**config.mk**
```make
export PLATFORM = sky130hd
export DESIGN_NAME = xcvr_ctrl
export DESIGN_NICKNAME = d
export VERILOG_FILES = /design/src/logic/xcvr_ctrl_pkg.sv /design/src/logic/xcvr_ctrl.sv
export SDC_FILE = /design/constraint.sdc
export NUM_CORES = 1
export LEC_CHECK = 0
export BUFFER_PORTS_ARGS = -buffer_cell sky130_fd_sc_hd__buf_2
export CAP_MARGIN = 20
export CORE_ASPECT_RATIO = 1.5
export CORE_MARGIN = 5
export CORE_UTILIZATION = 60
export CTS_CLUSTER_DIAMETER = 40
export DETAILED_ROUTE_END_ITERATION = 8
export PLACE_DENSITY = 0.79
export SLEW_MARGIN = 15
export SYNTH_ARGS = -nofsm -noshare
export SYNTH_HDL_FRONTEND = slang
export SYNTH_SLANG_ARGS = --single-unit
```
**constraint.sdc**
```tcl
create_clock -name clock_i -period 4.98 [get_ports clock_i]
set_input_delay 0.996 -clock clock_i [delete_from_list [all_inputs] [get_ports clock_i]]
set_output_delay 0.996 -clock clock_i [all_outputs]
set_load 0.1 [all_outputs]
```
**src/logic/xcvr_ctrl_pkg.sv**
```systemverilog
// Purpose: Shared constants and types for the transceiver control block
// Assumes: 20 MHz system clock, serial pins synchronous to it
// Notes:   Register offsets and field positions used by the core
package xcvr_ctrl_pkg;

  // ----------------------------------------------------------------
  // Clock and timing
  // ----------------------------------------------------------------
  localparam int CLK_PERIOD_NS   = 50;
  localparam int PA_STEP_NS      = 500;
  localparam int PA_STEP_CYC     = (PA_STEP_NS + CLK_PERIOD_NS - 1)
                                   / CLK_PERIOD_NS;

  // ----------------------------------------------------------------
  // Serial frame layout
  // ----------------------------------------------------------------
  localparam int FRAME_BITS      = 16;
  localparam int ADDR_BITS       = 5;
  localparam int DATA_BITS       = 10;
  localparam int REG_COUNT       = 32;
  localparam int CNT_W           = 5;
  localparam logic [CNT_W-1:0] CNT_RW_DONE   = 5'h01;
  localparam logic [CNT_W-1:0] CNT_ADDR_LAST = 5'h05;
  localparam logic [CNT_W-1:0] CNT_ADDR_DONE = 5'h06;
  localparam logic [CNT_W-1:0] CNT_FULL      = 5'h10;
  localparam logic [CNT_W-1:0] CNT_TOP_IDX   = 5'h0f;
  localparam logic              RW_READ       = 1'b1;

  // ----------------------------------------------------------------
  // Register map
  // ----------------------------------------------------------------
  localparam logic [ADDR_BITS-1:0] REG_RX_PAIR   = 5'h01;
  localparam logic [ADDR_BITS-1:0] REG_PWR_MASK  = 5'h0f;
  localparam logic [ADDR_BITS-1:0] REG_OP_MODE   = 5'h10;
  localparam logic [ADDR_BITS-1:0] REG_PA_DELAY  = 5'h11;
  localparam int RX_PAIR_BIT     = 3;
  localparam int OP_MODE_LSB     = 0;
  localparam logic [1:0] OP_MODE_NORMAL = 2'h1;
  localparam logic [1:0] OP_MODE_CAL    = 2'h3;
  localparam logic [DATA_BITS-1:0] REG_DEFAULT = 10'h000;
  localparam int PA_CNT_W        = 14;

  // Power-down mask bit positions
  localparam int MASK_SYNTH      = 0;
  localparam int MASK_RX         = 1;
  localparam int MASK_TX         = 2;
  localparam int MASK_PA_DRV     = 3;
  localparam int MASK_CAL        = 4;

  // ----------------------------------------------------------------
  // Types
  // ----------------------------------------------------------------
  typedef enum logic [6:0] {
    MODE_SHUTDOWN = 7'b0000001,
    MODE_REF_CLOCK_OUTPUT   = 7'b0000010,
    MODE_STANDBY  = 7'b0000100,
    MODE_RX       = 7'b0001000,
    MODE_TX       = 7'b0010000,
    MODE_TX_CAL   = 7'b0100000,
    MODE_RX_CAL   = 7'b1000000
  } op_mode_t;

  typedef struct packed {
    logic rx_a;
    logic rx_b;
    logic lna;
    logic tx_path;
    logic pa_driver;
    logic synth;
    logic clk_div;
    logic am_detector;
    logic rx_iq_buffer;
    logic det_to_iq_mux;
    logic loopback;
    logic tx_lpf_bypass;
  } power_t;

endpackage : xcvr_ctrl_pkg

```
**src/logic/xcvr_ctrl.sv**
```systemverilog
// Purpose: Serial register port and operating-mode decode
// Assumes: Serial pins are synchronous to clock_i and slower than it
// Notes:   Power-group enables and clock/bias outputs are registered
//
// Functional notes
// 16-bit frame: rw, 5 address, 10 data
// 32 registers of 10 bits each
// MSB first, framed by chip select low
// Sample data in on serial clock rise
// Read data driven on serial clock fall
// Chip select rise writes received data
// Registers keep contents through shutdown
// Registers return to defaults at power-up
// Both pins low: everything off
// Mode bit0 low: clock output only
// Enable low, select high, 01: standby
// Receive; pair bit picks A or both
// Receiver B never powered alone
// Transmit powers transmit path and synthesizer
// Amplifier bias after programmable delay
// Transmit calibration with detector routing
// Loopback calibration, LNAs and driver off
// Loopback bypasses transmit lowpass filters
// Groups individually powered down by register
// Unlisted combinations decode as standby
`timescale 1ns/1ps
module xcvr_ctrl
  import xcvr_ctrl_pkg::*;
(
  input  wire logic clock_i,
  input  wire logic nrst_i,
  input  wire logic cs_n_i,
  input  wire logic sclk_i,
  input  wire logic din_i,
  output logic      dout_o,
  input  wire logic enable_i,
  input  wire logic tx_rx_select_pin_i,
  output power_t    power_o,
  output logic      ref_clock_output_o,
  output logic      ext_amp_bias_output_o,
  output op_mode_t  mode_o
);

  // ----------------------------------------------------------------
  // Serial port state
  // ----------------------------------------------------------------
  logic [DATA_BITS-1:0]  regs_q [REG_COUNT];
  logic [DATA_BITS-1:0]  regs_d [REG_COUNT];
  logic [FRAME_BITS-1:0] shift_q, shift_d;
  logic [CNT_W-1:0]      cnt_q, cnt_d;
  logic [ADDR_BITS-1:0]  addr_q, addr_d;
  logic                  rw_q, rw_d;
  logic                  sclk_q, cs_n_q;
  logic                  dout_q, dout_d;
  logic                  sclk_rise, sclk_fall, cs_rise;
  logic [3:0]            rd_idx;

  // Pins are sampled, so a level shorter than one clock can be lost
  assign sclk_rise = sclk_i & ~sclk_q;
  assign sclk_fall = ~sclk_i & sclk_q;
  assign cs_rise   = cs_n_i & ~cs_n_q;
  assign rd_idx    = 4'(CNT_TOP_IDX - cnt_q);

  always_comb begin
    shift_d = shift_q;
    cnt_d   = cnt_q;
    addr_d  = addr_q;
    rw_d    = rw_q;
    dout_d  = dout_q;
    if (cs_n_i) begin
      cnt_d = '0;
    end else begin
      // shift in MSB first
      // sample on rising edge
      if (sclk_rise && cnt_q != CNT_FULL) begin
        shift_d = {shift_q[FRAME_BITS-2:0], din_i};
        cnt_d   = cnt_q + 5'h01;
        // top bit is read/write
        if (cnt_q == '0) begin
          rw_d = din_i;
        end
        // next five bits address
        if (cnt_q == CNT_ADDR_LAST - CNT_RW_DONE + CNT_RW_DONE) begin
          addr_d = {shift_q[ADDR_BITS-2:0], din_i};
        end
      end
      // read data on falling edge
      if (sclk_fall && rw_q == RW_READ && cnt_q >= CNT_ADDR_DONE
          && cnt_q != CNT_FULL) begin
        dout_d = regs_q[addr_q][rd_idx];
      end
    end
    if (cs_n_i) begin
      dout_d = 1'b0;
    end
  end

  always_ff @(posedge clock_i) begin
    if (!nrst_i) begin
      shift_q <= '0;
      cnt_q   <= '0;
      addr_q  <= '0;
      rw_q    <= 1'b0;
      dout_q  <= 1'b0;
      sclk_q  <= 1'b0;
      cs_n_q  <= 1'b1;
    end else begin
      shift_q <= shift_d;
      cnt_q   <= cnt_d;
      addr_q  <= addr_d;
      rw_q    <= rw_d;
      dout_q  <= dout_d;
      sclk_q  <= sclk_i;
      cs_n_q  <= cs_n_i;
    end
  end

  // ----------------------------------------------------------------
  // Register file
  // ----------------------------------------------------------------
  // Commit waits for chip select rise, so a cut frame never lands
  always_comb begin
    regs_d = regs_q;
    // latch data on chip select rise
    if (cs_rise && cnt_q == CNT_FULL && rw_q != RW_READ) begin
      regs_d[addr_q] = shift_q[DATA_BITS-1:0];
    end
  end

  // defaults at reset
  // no mode term clears the registers
  always_ff @(posedge clock_i) begin
    if (!nrst_i) begin
      for (int i = 0; i < REG_COUNT; i++) begin
        regs_q[i] <= REG_DEFAULT;
      end
    end else begin
      regs_q <= regs_d;
    end
  end

  // data out stays low over the six rw and address bits of a read
  assign dout_o = dout_q;

  // ----------------------------------------------------------------
  // Mode decode
  // ----------------------------------------------------------------
  op_mode_t mode_q, mode_d;
  logic [1:0] op_field;
  logic       pair_sel;
  logic [DATA_BITS-1:0] pwr_mask;

  assign op_field = regs_q[REG_OP_MODE][OP_MODE_LSB +: 2];
  assign pair_sel = regs_q[REG_RX_PAIR][RX_PAIR_BIT];
  assign pwr_mask = regs_q[REG_PWR_MASK];

  always_comb begin
    mode_d = MODE_STANDBY;
    // both pins low is shutdown
    if (!enable_i && !tx_rx_select_pin_i) begin
      mode_d = MODE_SHUTDOWN;
    // bit 0 clear keeps clock only
    end else if (!op_field[0]) begin
      mode_d = MODE_REF_CLOCK_OUTPUT;
    end else if (op_field == OP_MODE_NORMAL) begin
      case ({enable_i, tx_rx_select_pin_i})
        // standby decode
        2'h1: mode_d = MODE_STANDBY;
        // receive decode
        2'h3: mode_d = MODE_RX;
        // transmit decode
        2'h2: mode_d = MODE_TX;
        default: mode_d = MODE_STANDBY;
      endcase
    end else begin
      case ({enable_i, tx_rx_select_pin_i})
        // transmit calibration decode
        2'h2: mode_d = MODE_TX_CAL;
        // loopback decode
        2'h3: mode_d = MODE_RX_CAL;
        // leftovers fall to standby
        default: mode_d = MODE_STANDBY;
      endcase
    end
  end

  // ----------------------------------------------------------------
  // Power group enables
  // ----------------------------------------------------------------
  power_t pwr_q, pwr_d;
  logic   refclk_q, refclk_d;
  logic   synth_ok, rx_ok, tx_ok, drv_ok, cal_ok;

  // per-group power-down bits
  assign synth_ok = ~pwr_mask[MASK_SYNTH];
  assign rx_ok    = ~pwr_mask[MASK_RX];
  assign tx_ok    = ~pwr_mask[MASK_TX];
  assign drv_ok   = ~pwr_mask[MASK_PA_DRV];
  assign cal_ok   = ~pwr_mask[MASK_CAL];

  always_comb begin
    pwr_d    = '0;
    refclk_d = 1'b1;
    case (mode_d)
      MODE_SHUTDOWN: refclk_d = 1'b0;
      // Divider must run to feed the clock output
      MODE_REF_CLOCK_OUTPUT: pwr_d.clk_div = 1'b1;
      MODE_STANDBY: begin
        pwr_d.clk_div = 1'b1;
        pwr_d.synth   = synth_ok;
      end
      MODE_RX: begin
        // B only ever joins A
        pwr_d.rx_a    = rx_ok;
        pwr_d.rx_b    = rx_ok & pair_sel;
        pwr_d.lna     = rx_ok;
        pwr_d.synth   = synth_ok;
        pwr_d.clk_div = 1'b1;
      end
      MODE_TX: begin
        pwr_d.tx_path   = tx_ok;
        pwr_d.pa_driver = tx_ok & drv_ok;
        pwr_d.synth     = synth_ok;
        pwr_d.clk_div   = 1'b1;
      end
      MODE_TX_CAL: begin
        // driver off, detector routed
        pwr_d.tx_path       = tx_ok;
        pwr_d.am_detector   = cal_ok;
        pwr_d.rx_iq_buffer  = cal_ok;
        pwr_d.det_to_iq_mux = cal_ok;
        pwr_d.synth         = synth_ok;
        pwr_d.clk_div       = 1'b1;
      end
      MODE_RX_CAL: begin
        // loopback, no LNA or driver
        pwr_d.rx_a          = rx_ok;
        pwr_d.rx_b          = rx_ok & pair_sel;
        pwr_d.tx_path       = tx_ok;
        pwr_d.loopback      = cal_ok;
        // bypass transmit lowpass
        pwr_d.tx_lpf_bypass = 1'b1;
        pwr_d.synth         = synth_ok;
        pwr_d.clk_div       = 1'b1;
      end
      default: refclk_d = 1'b0;
    endcase
  end

  always_ff @(posedge clock_i) begin
    if (!nrst_i) begin
      mode_q   <= MODE_SHUTDOWN;
      pwr_q    <= '0;
      refclk_q <= 1'b0;
    end else begin
      mode_q   <= mode_d;
      pwr_q    <= pwr_d;
      refclk_q <= refclk_d;
    end
  end

  assign power_o            = pwr_q;
  assign ref_clock_output_o = refclk_q;
  assign mode_o             = mode_q;

  // ----------------------------------------------------------------
  // Amplifier bias delay
  // ----------------------------------------------------------------
  logic [PA_CNT_W-1:0] pa_cnt_q, pa_cnt_d;
  logic [PA_CNT_W-1:0] pa_limit;
  logic                bias_q, bias_d;

  // Product fits: 10-bit field times a small step count
  assign pa_limit = PA_CNT_W'(regs_q[REG_PA_DELAY])
                    * PA_CNT_W'(PA_STEP_CYC);

  // Count restarts each time transmit or the driver drops
  always_comb begin
    pa_cnt_d = '0;
    bias_d   = 1'b0;
    // bias only after delay
    if (mode_q == MODE_TX && pwr_q.pa_driver) begin
      if (pa_cnt_q >= pa_limit) begin
        pa_cnt_d = pa_cnt_q;
        bias_d   = 1'b1;
      end else begin
        pa_cnt_d = pa_cnt_q + 14'h0001;
      end
    end
  end

  always_ff @(posedge clock_i) begin
    if (!nrst_i) begin
      pa_cnt_q <= '0;
      bias_q   <= 1'b0;
    end else begin
      pa_cnt_q <= pa_cnt_d;
      bias_q   <= bias_d;
    end
  end

  assign ext_amp_bias_output_o = bias_q;

endmodule : xcvr_ctrl

```
# == Word level (Yosys, flattened, before mapping) ==
# Index checks and enable logic that the tools add are counted.
# totals
regBits,376
latchBits,0
ramBits,0
rom_bits,0
input_bits,7
output_inout_bits,22
wordCells,135
n_memories,0
# classes
addsub,3
multipliers,1
div,0
order_cmp,5
n_eq_ne,13
n_shift,0
muxes,16
bitwise_logic,17
n_reduce_logical,28
# op_table
cell,n
$bwmux W320,1
$bmux W10 S5,1
$demux W10 S5,1
$mux W10,3
$mux W7,3
$reduce_and A2 Y1,9
$add A14 B1 Y14 const B,1
$eq A7 B5 Y1 const B,2
$ge A14 B14 Y1,1
$pmux W7 S2,1
$mul A10 B3 Y13 const B,1
$not A1 Y1,11
$pmux W5 S2,1
$logic_and A1 B1 Y1,9
$eq A7 B2 Y1 const B,1
$eq A7 B3 Y1 const B,1
$eq A7 B4 Y1 const B,1
$eq A7 B6 Y1 const B,1
$eq A7 B7 Y1 const B,1
$ge A6 B6 Y1 const B,1
$lt A6 B1 Y1 const B,1
$not A5 Y6,1
$reduce_and A3 Y1,2
$reduce_or A6 Y1,1
17 further kinds,27

# == Depth between registers and ports, before layout ==
# depth
word_depth,8
mapped_depth,18
depth_no_buf,17

# == Worst setup path after synthesis ==
# Ideal clock, no wire load.
# synth_timing
path_type,register -> register
startpoint,register regs_q[143] (netlist bit)
endpoint,register pa_cnt_q[4]
setup_ns,0.073
arrival_time_ns,3.427
required_time_ns,4.907
path_slack_ns,1.480
stages_incl_launch_ff,19
n_path_buf,1
synth_period_minus_slack_ns,3.500
path_cell_list,dfxtp_1 > ha_1 > ha_1 > inv_1 > fa_1 > inv_1 > a21oi_1 > o21ai_0 > a21o_1 > a21o_1 > xnor2_1 > ha_1 > a21o_1 > a21o_1 > a21oi_1 > o221ai_2 > buf_2 > or3_1 > a21oi_1
# synth_between
elab_chain_len,2
# synth_lines
element,line,rtl
from (decl),xcvr_ctrl.sv:47,logic [DATA_BITS-1:0] regs_q [REG_COUNT];
from (signal assigned),xcvr_ctrl.sv:138,regs_q <= regs_d;
$mul A10 B3 Y13,xcvr_ctrl.sv:275,* PA_CNT_W'(PA_STEP_CYC);
$ge A14 B14 Y1,xcvr_ctrl.sv:283,if (pa_cnt_q >= pa_limit) begin
to (signal assigned),xcvr_ctrl.sv:297,pa_cnt_q <= pa_cnt_d;
to (decl),xcvr_ctrl.sv:269,"logic [PA_CNT_W-1:0] pa_cnt_q, pa_cnt_d;"
# Every way passes these cells.
# A chain may end at the register's enable or synchronous reset.

# == Final worst setup path ==
# layout_timing
startpoint,register regs_q[143] (netlist bit)
endpoint,register pa_cnt_q[11]
# Same word-level chain as after synthesis.

==> impl_metrics.env <==
export IMPL_critPathMaxFanout=27
export IMPL_grt_antenna_before_repair=0
export IMPL_synthDistinctLibCells=60
export IMPL_synth_top_area_share_pct=42.4
export IMPL_clkPwrFrac_pct=49.2
export IMPL_grt_overflow_total=0
export IMPL_rr_endpoint="pa_cnt_q[11]$_SDFFE_PN0N_"
export IMPL_relSlewSlack_pct=34.5
export IMPL_avgSynthCellArea_um2=8.76
export IMPL_layout_drive_gt1_share_pct=10.9
export IMPL_intPower_mw=4.82
export IMPL_fillers=2291
export IMPL_syn_num_nets=2067
export IMPL_pwr_share_seq_pct=48.8
export IMPL_fin_ws_ns=0.836
export IMPL_avgViaCountPerCell=6.33
export IMPL_cp_arrival_ns=4.60
export IMPL_rows=77
export IMPL_synth_main_ff_cell="dfxtp_1"
export IMPL_hpwl_um=31800
export IMPL_power_frac_comb_pct=2.0
export IMPL_ys_warn_count=0
export IMPL_synth_cells=2026
export IMPL_cts_hold_buf=0
export IMPL_post_cts_buffers=0
export IMPL_switching_share_pct=22.0
export IMPL_powerDensity_mw_per_mm2=319
export IMPL_first_iter_violations=1827
export IMPL_synth_compound_area_share_pct=17.9
export IMPL_ys_top_cells_by_area="dfxtp_1, a21boi_0, nand2_1, mux4_2, nand3_1"
export IMPL_synth_top_area_cell="dfxtp_1"
export IMPL_drc_errors=0
export IMPL_cts_tree="built"
export IMPL_cp_end_kind="flop"
export IMPL_fp_coreArea_mm2=0.0294
export IMPL_ios=29
export IMPL_cts_sinks=376
export IMPL_drt_pass1_iter_count=7
export IMPL_tightest_slew_ns=0.982
export IMPL_diodes=0
export IMPL_synth_seq_cells=376
export IMPL_routabilityCongestion=0.973
export IMPL_max_freq_ghz=0.241
export IMPL_dieWidth_um=150
export IMPL_start_util_pct=60.4
export IMPL_root_buffer="clkbuf_16"
export IMPL_peakVddDrop_uv=195
export IMPL_fin_setup_tns_ns=0
export IMPL_routedWlPerCell_um=21.1
export IMPL_portBuffers=28
export IMPL_wl_um=50300
export IMPL_rsz0062_at_grt="false"
export IMPL_clk_latency_ns=0.55
export IMPL_area_growth_pct=9.13
export IMPL_cp_endpoint="pa_cnt_q[11]$_SDFFE_PN0N_"
export IMPL_slew_viol_final=0
export IMPL_place_ws_ns=0.854
export IMPL_track_usage_pct=30.2
export IMPL_r2r_cells=17
export IMPL_status="complete, no violations"
export IMPL_ys_seq_area_share_pct=42.4
export IMPL_dr_total_vias=15100
export IMPL_post_route_min_period_ns=4.14
export IMPL_final_hold_violation_count=0
export IMPL_cp_startpoint="regs_q[143]$_SDFFE_PN0P_"
export IMPL_grt_pass1_wl_um=79100
export IMPL_synth_top_family_by_area="simple AND/OR/NAND/NOR gates"
export IMPL_cts_buffers=40
export IMPL_start_kind="flop"
export IMPL_reg2reg_from="regs_q[143]$_SDFFE_PN0P_"
export IMPL_crit_type="reg2reg"
export IMPL_setup_viol=0
export IMPL_synth_xor_area_share_pct=0.592
export IMPL_synth_edf_count=0
export IMPL_fin_crit_sh_pct=83.2
export IMPL_synth_common_cells="nand2_1, dfxtp_1, a21boi_0"
export IMPL_grt_max_degree=150
export IMPL_die_h_um=221
export IMPL_leakagePower_nw=6.24
export IMPL_dieArea_mm2=0.0332
export IMPL_power_switching_mw=1.36
export IMPL_synth_simple_gate_area_share_pct=21.3
export IMPL_drv_cap=0
export IMPL_cp_data_required_time_ns=5.43
export IMPL_syn_cell_area_mm2=0.0178
export IMPL_fin_worst_skew_ns=0.0263
export IMPL_hold_class="reg2reg"
export IMPL_nNetsFinal=2003
export IMPL_cts_htree_levels=2
export IMPL_synth_mux_area_share_pct=11.0
export IMPL_cts_resized=0
export IMPL_final_antenna_net_count=0
export IMPL_r2r_setup_slack_ns=0.84
export IMPL_async_flop_share_pct=0
export IMPL_clockBufferDepth=3
export IMPL_synthAdderAreaFrac_pct=2.44
export IMPL_grt_pass1_vias=14500
export IMPL_path_clk_slew_ns=0.06
export IMPL_yosysMostFrequentCell="nand2_1"
-- per-stage QoR --
stage | util (%) | area, um2 | std cells | power [mW] | hold slack [ns]
floorplan | - | 17800 | 2026 | 3.18 | 0.414
global placement | 61.3 | 18000 | 2314 | 3.20 | 0.445
detailed placement | 61.3 | 18000 | 2314 | 3.20 | 0.455
CTS | 65.9 | 19300 | 2385 | 6.19 | 0.464
global route | 65.9 | 19400 | 2386 | 6.33 | 0.481
finish | 65.9 | 19400 | 2386 | 6.17 | 0.461
-- flip-flops by register name, summed over array words and instances, names as in the netlist --
| name | count |
|---|---|
| sclk_q | 1 |
| shift_q | 10 |
| ext_amp_bias_output_o | 1 |
| pa_cnt_q | 14 |
| ref_clock_output_o | 1 |
| op_field | 2 |
| pair_sel | 1 |
| regs_q | 307 |
| addr_q | 5 |
| dout_o | 1 |
| rw_q | 1 |
| pwr_mask | 10 |
| cnt_q | 5 |
| power_o | 9 |
| cs_n_q | 1 |
| mode_o | 7 |
-- how the worst min path moves through the flow --
| stage | end | startpoint | depth (start not counted) | slack [ns] |
|---|---|---|---|---|
| CTS | regs_q[77]$_SDFFE_PN0P_ | regs_q[77]$_SDFFE_PN0P_ | 2 | 0.46 |
| global route | regs_q[206]$_SDFFE_PN0P_ | regs_q[206]$_SDFFE_PN0P_ | 2 | 0.48 |
| finish | regs_q[121]$_SDFFE_PN0P_ | regs_q[121]$_SDFFE_PN0P_ | 2 | 0.46 |
| floorplan | power_o[7]$_SDFF_PN0_ | pwr_mask[3]$_SDFFE_PN0P_ | 1 | 0.41 |
| detailed placement | regs_q[5]$_SDFFE_PN0P_ | regs_q[5]$_SDFFE_PN0P_ | 2 | 0.46 |
| global placement | regs_q[77]$_SDFFE_PN0P_ | regs_q[77]$_SDFFE_PN0P_ | 2 | 0.45 |
-- worst max-delay path, stage by stage, from the launching register on --
cell and delay [ns]:
dfxtp_1 0.35, ha_1 0.29, ha_1 0.16, inv_1 0.06, fa_1 0.40, inv_1 0.07, a21oi_1 0.05, o21ai_0 0.24
a21o_1 0.16, a21o_1 0.14, xnor2_1 0.13, ha_1 0.27, a21o_1 0.17, a21o_1 0.17, a21oi_1 0.17, o221ai_2 0.40
or4_1 0.65, a21oi_1 0.15
-- power groups by stage --
stage	registers, mW	logic (mW)	clock network, mW
after floorplan	3.09	0.0837	0
after global placement	3.08	0.118	0
after detailed placement	3.08	0.119	0
after CTS	3.01	0.119	3.05
after global routing	3.01	0.128	3.19
final	3.01	0.123	3.04
-- routing by layer --
metal | vias up | part of all wire [%] | track usage [%]
met1 | 7246 | 37 | 36.6
li1 | 6900 | - | -
met2 | 761 | 49 | 50.6
met4 | 0 | 6.4 | 17.6
met3 | 192 | 7.8 | 4.96
met5 | - | 0 | 0
-- area by class of cell --
| type | instances | area, um2 | area share, % |
|---|---|---|---|
| Inverter | 22 | 82.6 | 0.426 |
| Clock inverter | 17 | 193 | 0.994 |
| Clock buffer | 54 | 1150 | 5.96 |
| Tap cell | 395 | 494 | 2.55 |
| Multi-Input combinational cell | 1458 | 9460 | 48.8 |
| Sequential cell | 376 | 7540 | 38.9 |
| Timing Repair Buffer | 64 | 462 | 2.38 |
-- kinds of logic (layout without fill, tap and decap cells) --
logic type / count (synthesis) / count (layout)
AO/OA/AOI/OAI: 433 / 433
XOR/XNOR: 12 / 12
adder cells (fa/ha/maj): 34 / 34
buffers and inverters: 192 / 157
flip-flops: 376 / 376
multiplexers: 115 / 115
AND/OR/NAND/NOR: 864 / 864
-- placed cells by master, fill, tap and decap left out, types with 33 or more instances in the layout --
master	Yosys	layout
buf_4	8	33
ha_1	33	33
dfxtp_1	376	373
mux4_2	63	63
mux2i_1	47	47
clkbuf_16	0	41
nand3_1	162	162
a21boi_0	320	320
nand2_1	557	557
nor2_1	35	33
No activity file was read; power rests on OpenSTA's default activity.
